`src/pd_pkg.sv`:
```
package pd_pkg;

    // ==========================================================
    // Power control register layout
    localparam logic [7:0] PWR_CTRL_ADDR = 8'h87;
    localparam int IDLE_BIT_POS = 0;
    localparam int POWER_DOWN_BIT_POS = 1;
    localparam logic [7:0] PWR_CTRL_RESET = 8'h00;

    // ==========================================================
    // Reset values of the special function registers
    localparam logic [7:0] SFR_RESET = 8'h00;
    localparam logic [7:0] PORT_LATCH_RESET = 8'hff;
    localparam logic [7:0] STACK_PTR_RESET = 8'h07;
    localparam logic [7:0] STACK_PTR_ADDR = 8'h81;

    // ==========================================================
    // Timing: reset hold and oscillator restart
    localparam int RESET_HOLD_PERIODS = 30;
    localparam int OSC_SETTLE_MS = 10;
    localparam int CLK_PERIOD_NS = 100;
    localparam int OSC_SETTLE_CYCLES = OSC_SETTLE_MS * 1000000 / CLK_PERIOD_NS;

    // ==========================================================
    // Operating mode
    typedef enum logic [1:0] {
        MODE_RUN = 2'b00,
        MODE_IDLE = 2'b01,
        MODE_POWER_DOWN = 2'b11
    } mode_t;

    // Write from the core into the special function register space
    typedef struct packed {
        logic strobe;
        logic [7:0] addr;
        logic [7:0] data;
    } sfr_write_t;

endpackage

```
`src/power_down_sequencer.sv`:
```
// Contract
// Setting instruction is last one executed
// Power-down stops the oscillator
// RAM and registers held in power-down
// Port pins keep driving latch values
// Only hardware reset leaves power-down
// Reset clears registers, spares RAM
// Reset frees the oscillator again
// Reset held until oscillator stable; reset_src holds a fixed 40 periods, not the settle time
// Power-down bit opens oscillator feedback
// Internal clock taken from oscillator output
// Reset held at least 30 periods
// Control register at 87h, idle bit 0
// Reset zeros registers, ports ff, stack 07
// Both bits set means power-down wins
`timescale 1ns/1ps
`default_nettype none

module power_down_sequencer #(
    parameter int PORT_WIDTH = 8
) (
    // Clock taken from the oscillator output pin, and reset pin
    input wire logic SYS_CLK,
    input wire logic RESET,
    // Core register write and instruction retire
    input wire pd_pkg::sfr_write_t SFR_WR,
    input wire logic INSTR_DONE,
    input wire logic INTERRUPT,
    // Port latch writes from the core
    input wire logic PORT_WR,
    input wire logic [PORT_WIDTH-1:0] PORT_WR_DATA,
    // Oscillator control
    output logic OSC_ENABLE,
    output logic OSC_FEEDBACK_OPEN,
    // Clock gates and status
    output logic CPU_CLK_EN,
    output logic PERIPH_CLK_EN,
    output logic [7:0] POWER_CONTROL,
    output logic [7:0] STACK_PTR,
    output logic [PORT_WIDTH-1:0] PORT_OUT,
    output logic RAM_RETAIN
);

    // ==========================================================
    // Decode of the control register write
    logic power_control_register_wr;
    logic sp_wr;
    logic wr_pd;
    logic wr_idle;
    logic [7:0] power_control_reg;
    logic [7:0] power_control_next;
    logic [7:0] stack_ptr_reg;
    logic [PORT_WIDTH-1:0] port_latch_reg;
    pd_pkg::mode_t mode_reg;
    pd_pkg::mode_t mode_next;
    logic cpu_en_reg;
    logic periph_en_reg;
    logic osc_en_reg;
    logic fb_open_reg;
    logic retain_reg;
    logic frozen;
    logic enter_pd;
    logic enter_idle;
    logic pd_next;
    logic run_next;
    logic sp_load;
    logic port_load;

    // ==========================================================
    // Power-down test on a mode value; shared by the freeze and next-state views
    function automatic logic is_power_down(input pd_pkg::mode_t mode_value);
        return (mode_value == pd_pkg::MODE_POWER_DOWN);
    endfunction

    // register at 87h
    assign power_control_register_wr = SFR_WR.strobe && (SFR_WR.addr == pd_pkg::PWR_CTRL_ADDR);
    assign sp_wr = SFR_WR.strobe && (SFR_WR.addr == pd_pkg::STACK_PTR_ADDR);
    assign wr_pd = SFR_WR.data[pd_pkg::POWER_DOWN_BIT_POS];
    assign wr_idle = SFR_WR.data[pd_pkg::IDLE_BIT_POS];
    assign frozen = is_power_down(mode_reg);

    // Mode requests count only when the writing instruction retires,
    // so the core never starts a further instruction before the stop
    // entry waits for retire
    assign enter_pd = power_control_register_wr && INSTR_DONE && wr_pd;
    // power-down masks idle
    assign enter_idle = power_control_register_wr && INSTR_DONE && wr_idle && !wr_pd;
    // Next-state views shared by the oscillator and clock gate flops
    assign pd_next = is_power_down(mode_next);
    assign run_next = (mode_next == pd_pkg::MODE_RUN);
    // no register load while frozen
    assign sp_load = sp_wr && !frozen;
    // latches hold while frozen
    assign port_load = PORT_WR && !frozen;

    // ==========================================================
    // Mode selection; the register write lands at once, the mode change only as the instruction retires
    always_comb begin
        mode_next = mode_reg;
        power_control_next = power_control_reg;
        case (mode_reg)
            pd_pkg::MODE_RUN: begin
                if (power_control_register_wr) begin
                    power_control_next = SFR_WR.data;
                end
                // last instruction retires first
                // power-down beats idle
                if (enter_pd) begin
                    mode_next = pd_pkg::MODE_POWER_DOWN;
                end else if (enter_idle) begin
                    mode_next = pd_pkg::MODE_IDLE;
                end
            end
            pd_pkg::MODE_IDLE: begin
                // An interrupt clears the idle bit and resumes the core
                if (INTERRUPT) begin
                    mode_next = pd_pkg::MODE_RUN;
                    power_control_next[pd_pkg::IDLE_BIT_POS] = 1'b0;
                end
            end
            pd_pkg::MODE_POWER_DOWN: begin
                // interrupts ignored here
                mode_next = pd_pkg::MODE_POWER_DOWN;
            end
            default: begin
                mode_next = pd_pkg::MODE_RUN;
            end
        endcase
    end

    // ==========================================================
    // Mode and control register; a synchronous reset is enough because
    // the reset that ends power-down also restarts the clock
    // registers reinitialised
    // reset sampled on clock edges
    always_ff @(posedge SYS_CLK) begin
        if (RESET) begin
            mode_reg <= pd_pkg::MODE_RUN;
            power_control_reg <= pd_pkg::PWR_CTRL_RESET;
        end else begin
            mode_reg <= mode_next;
            power_control_reg <= power_control_next;
        end
    end

    // ==========================================================
    // Stack pointer; loads are dropped while frozen
    // stack pointer reset value
    always_ff @(posedge SYS_CLK) begin
        if (RESET) begin
            stack_ptr_reg <= pd_pkg::STACK_PTR_RESET;
        end else if (sp_load) begin
            stack_ptr_reg <= SFR_WR.data;
        end
    end

    // ==========================================================
    // Port latches; the pins follow them through power-down
    // latches reset to ones
    always_ff @(posedge SYS_CLK) begin
        if (RESET) begin
            port_latch_reg <= {PORT_WIDTH{1'b1}};
        end else if (port_load) begin
            port_latch_reg <= PORT_WR_DATA;
        end
    end

    // ==========================================================
    // Oscillator control, from the next mode so the stop comes one cycle
    // after the retiring write and not a cycle later
    // oscillator freed by reset
    // oscillator stopped
    // feedback opened while set
    always_ff @(posedge SYS_CLK) begin
        if (RESET) begin
            osc_en_reg <= 1'b1;
            fb_open_reg <= 1'b0;
        end else begin
            osc_en_reg <= !pd_next;
            fb_open_reg <= pd_next;
        end
    end

    // ==========================================================
    // Clock gates: the core runs only in run, peripherals stop in power-down
    // clocked functions halted
    always_ff @(posedge SYS_CLK) begin
        if (RESET) begin
            cpu_en_reg <= 1'b1;
            periph_en_reg <= 1'b1;
        end else begin
            cpu_en_reg <= run_next;
            periph_en_reg <= !pd_next;
        end
    end

    // ==========================================================
    // Memory retention; kept as a flop so every output leaves a register
    always_ff @(posedge SYS_CLK) begin
        if (RESET) begin
            retain_reg <= 1'b1;
        end else begin
            retain_reg <= 1'b1;
        end
    end

    // ==========================================================
    // all logic on oscillator clock
    assign OSC_ENABLE = osc_en_reg;
    assign OSC_FEEDBACK_OPEN = fb_open_reg;
    assign CPU_CLK_EN = cpu_en_reg;
    assign PERIPH_CLK_EN = periph_en_reg;
    assign POWER_CONTROL = power_control_reg;
    assign STACK_PTR = stack_ptr_reg;
    assign PORT_OUT = port_latch_reg;
    // RAM is never cleared by this block, so it survives reset
    assign RAM_RETAIN = retain_reg;

endmodule
`default_nettype wire

```
`config.mk`:
```
export PLATFORM = sky130hd
export DESIGN_NAME = power_down_sequencer
export DESIGN_NICKNAME = d
export VERILOG_FILES = /design/src/pd_pkg.sv /design/src/power_down_sequencer.sv
export SDC_FILE = /design/constraint.sdc
export NUM_CORES = 1
export LEC_CHECK = 0
export ABC_AREA = 1
export BUFFER_PORTS_ARGS = -buffer_cell sky130_fd_sc_hd__buf_4
export CORE_AREA = 2 2 51 63
export CTS_BUF_LIST = sky130_fd_sc_hd__clkbuf_4 sky130_fd_sc_hd__clkbuf_8
export CTS_CLUSTER_DIAMETER = 150
export DETAILED_ROUTE_END_ITERATION = 7
export DIE_AREA = 0 0 53 65
export PLACE_DENSITY = 0.78
export REMOVE_ABC_BUFFERS = 1
export SYNTH_ARGS = -nofsm -noshare
export SYNTH_HDL_FRONTEND = slang
export SYNTH_SLANG_ARGS = --single-unit
```
`constraint.sdc`:
```
create_clock -name SYS_CLK -period 1.6 [get_ports SYS_CLK]
set_clock_uncertainty 0.1 [all_clocks]
set_input_delay 0.24 -clock SYS_CLK [delete_from_list [all_inputs] [get_ports SYS_CLK]]
set_output_delay 0.24 -clock SYS_CLK [all_outputs]
set_load 0.05 [all_outputs]
```
# Yosys cells after proc, flatten, opt, wreduce, memory -nomap -nowiden
# Index checks and enable logic that the tools add are counted.
# word_totals
elab_cells,38
in_bits,30
ff_bits,29
# classes
reduce_logical,16
mux,7
n_eq_ne,7
# op_table
op,n
"equality test 8 bit, second input constant",2
logical AND 1 bit,8
2-to-1 mux 2 bit,3
one-hot mux 2 bit (3 select lines),1
"equality test 2 bit, second input constant",2
zero test 2 bit,2
"!= test 2 bit, second input constant",2
zero test 1 bit,3
AND reduction 3 bit,1
"equality test 2 x 1 -> 1 bit, second input constant",1
2-to-1 mux 1 bit,2
one-hot mux 1 bit (2 select lines),1
AND reduction 2 bit,1
nonzero test 2 bit,1

# Depth between registers and ports, before layout
# depth
word_depth,10
mapped_depth,8
ltp_nobuf,7

# Worst setup path after synthesis
# OpenSTA, ideal clock, no wires.
# synth_timing
kind,reg-to-output
startpoint,"register periph_en_reg, in the netlist PERIPH_CLK_EN"
endpoint,output port PERIPH_CLK_EN
stages_incl_launch_ff,2
required_ns,1.260
path_slack_ns,0.366
t_arrival_ns,0.894
cell_sequence,dfxtp_1 > buf_4
# synth_lines
element,line,source
from (decl),power_down_sequencer.sv:57,logic periph_en_reg;
from (signal assigned),power_down_sequencer.sv:193,periph_en_reg <= !pd_next;
to (decl),power_down_sequencer.sv:37,"output logic PERIPH_CLK_EN,"
# No word-level cell between the ends.

==> metrics.md <==
| Metric | Value |
|---|---|
| Outcome | `completed` |
| Startpoint types | `input pin` |
| Number of diodes | `0` |
| CP endpoint kind | `flop` |
| Core area | `slightly below 0.003 mm2` |
| Clock root cell | `clkbuf_4` |
| Comb power frac | `0.162` |
| Synth top area share | `0.447` |
| Vias in the first global route | `1137` |
| Worst path required time | `around 1.7 ns` |
| Worst vdd rail ir drop | `0.604 mV` |
| Leakage power | `0.000915 uW` |
| Synth top area cells | `dfxtp_1 (45%), nand2_1 (12%), nand3_1 (11%)` |
| Internal power | `approximately 1100 uW` |
| Yosys cell types | `23` |
| Achievable Freq | `738 MHz` |
| CTS Sinks | `29` |
| Die area | `0.00345 mm2` |
| Clk network pwr share | `0.321` |
| Yosys reg bits | `29` |
| Htree depth | `2` |
| RSZ-0062 raised after global routing | `no` |
| Area of the multi-input gates | `~580 um2` |
| Highest routed layer | `met4` |
| Post-synthesis area per instance | `7.59 um2` |
| First-pass GRT wire length | `~4.8 mm` |
| Most frequent cells in the layout | `buf_4 (57), nand2_1 (43), dfxtp_1 (29), nand3_1 (29)` |
| Remaining routing DRC violations | `0` |
| Share of cells above drive strength 1 | `0.345` |
| Seq pwr share | `0.516` |
| Crit Path Max Fanout | `19` |
| I/O Buffers | `between 50 and 60` |
| Commonest non-fill, non-tap cell in the layout | `buf_4` |
| Final WL | `2.92 mm` |
| Total CTS buffers | `5` |
| Initial core utilization | `0.449` |
| CTS Buffer Depth | `2` |
| Die Height | `65 um` |
| Yosys warnings | `0` |
| Avg Vias per Cell | `roughly 4.8` |
| Final min period | `1.35 ns` |
| Cts hold-fix bufs | `3` |
| Worst-skew pair later-pin latency | `0.32 ns` |
| I/O pins | `59` |
| CTS resizes | `0` |
| Critical setup path kind | `input pin to flop` |
| Slew Limit Fails | `0` |
| Worst hold margin | `about 0.014 ns` |
| Max_cap viols | `0` |
| Die Width | `roughly 53 um` |
| Post-Synthesis Cells | `171` |
| DRT antenna net count | `0` |
| CTS tree | `done` |
| Final HPWL DP | `2.09 mm` |
| Avg WL per Cell | `10.9 um` |
| Sw Ratio | `0.267` |
| Via total after detailed routing | `1275` |
| Largest area contributor in the netlist | `dfxtp_1` |
| GRT Total Usage | `0.191` |
| Largest net degree at the start of global routing | `28` |
| Gr ovfl total | `0` |
| Final period utilization | `0.847` |
| Psw | `just under 400 uW` |
| Met3 routed WL | `254 um` |
| Total negative slack | `0 ns` |
| Placer Congestion | `0.764` |
| Finish-stage setup viols | `0` |
| Sequential area share after synthesis | `0.447` |
| Filler cells | `289` |
| Area added between synthesis and finish | `39.5%` |
| Initial antenna violation count | `0` |
| Critical Path AT | `~1.5 ns` |
| Setup bufs post-CTS | `0` |
| Final Util | `0.626` |
| Reg clk slew, reported paths | `0.08 ns` |
| Worst hold path class | `input pin to flop` |
| Post-Synthesis Cell Area | `0.00130 mm2` |
| PD cells | `between 700 and 800 mW/mm2` |
| Drt initial violations | `29` |
| M1 WL | `1.08 mm` |
| Initial DRT Pass Iterations | `4` |
| Final Hold Violating Endpoints | `0` |
| DR WL met2 | `between 1.5 and 2 mm` |
| Row count | `22` |
| Final layout net count | `262` |
| Total area of sequential cells | `581 um2` |
[cell families after synthesis]
group / Yosys count / share of synthesized area
AO/OA/AOI/OAI: 17 / 0.0781
buffers and inverters: 25 / 0.107
flip-flops: 29 / 0.447
other: 1 / 0.00289
AND/OR/NAND/NOR: 99 / 0.365
[layout make-up]
type,instances,area share
clock buffers,7,0.0325
inverters,18,0.0387
multi-input cells,117,0.319
flip-flops and latches,29,0.321
well taps,36,0.0249
repair buffers,61,0.264
[power by group through the flow]
stage | sequential [uW] | combinational, uW | clock (uW)
3_3_place_gp | 761 | 227 | 0
3_5_place_dp | 760 | 229 | 0
4_1_cts | 744 | 235 | 477
5_1_grt | 746 | 252 | 514
6_report | 744 | 234 | 463
2_1_floorplan | 813 | 72.6 | 0
[worst max-delay path, cell delays in order]
cell and delay (ns):
dlygate4sd3_1 0.53, buf_4 0.12, clkinv_1 0.23, buf_12 0.25
nand2_1 0.06, nor2_1 0.04
[per-layer routing]
| metal | vias to the layer above | GRT usage |
|---|---|---|
| li1 | 661 | - |
| met1 | 559 | 0.218 |
| met2 | 48 | 0.308 |
| met4 | 0 | 0.103 |
| met3 | 7 | 0.0622 |
| met5 | - | 0 |
[cell usage after synthesis]
cell and number:
nor2_2 2, o21a_1 1, nor2_8 1, nor2_4 1, buf_4 2, nand3_1 29, buf_12 1, inv_4 1
nor2_1 16, dfxtp_1 29, buf_8 1, nand3_4 1, nand2_1 43, a21oi_2 3, buf_6 1, conb_1 1
clkinv_1 1, nand3_2 2, a21oi_1 12, inv_1 16, a21boi_0 1, clkbuf_1 2, nand2_2 4
[through the flow]
step / setup WS [ns] / std cells / power, uW / instance area, um2
floorplan: 0.351 / 164 / 885 / 1230
global placement: 0.332 / 258 / 988 / 1720
detailed placement: 0.288 / 258 / 990 / 1720
CTS: 0.255 / 268 / 1460 / 1810
global route: 0.194 / 268 / 1510 / 1810
finish: 0.245 / 268 / 1440 / 1810
[worst paths after layout]
check                                  from                   endpoint  slack [ns]  cells past startpoint
setup / recovery                      RESET  STACK_PTR[5]$_SDFFE_PP0P_        0.25                      6
hold / removal              PORT_WR_DATA[0]   PORT_OUT[0]$_SDFFE_PP1P_        0.01                      3
setup reg to reg     mode_reg[1]$_SDFF_PP0_      CPU_CLK_EN$_SDFF_PP1_        0.32                      6
hold reg to reg   STACK_PTR[0]$_SDFFE_PP1P_  STACK_PTR[0]$_SDFFE_PP1P_        0.37                      2
No activity file was read; power rests on OpenSTA's default activity.
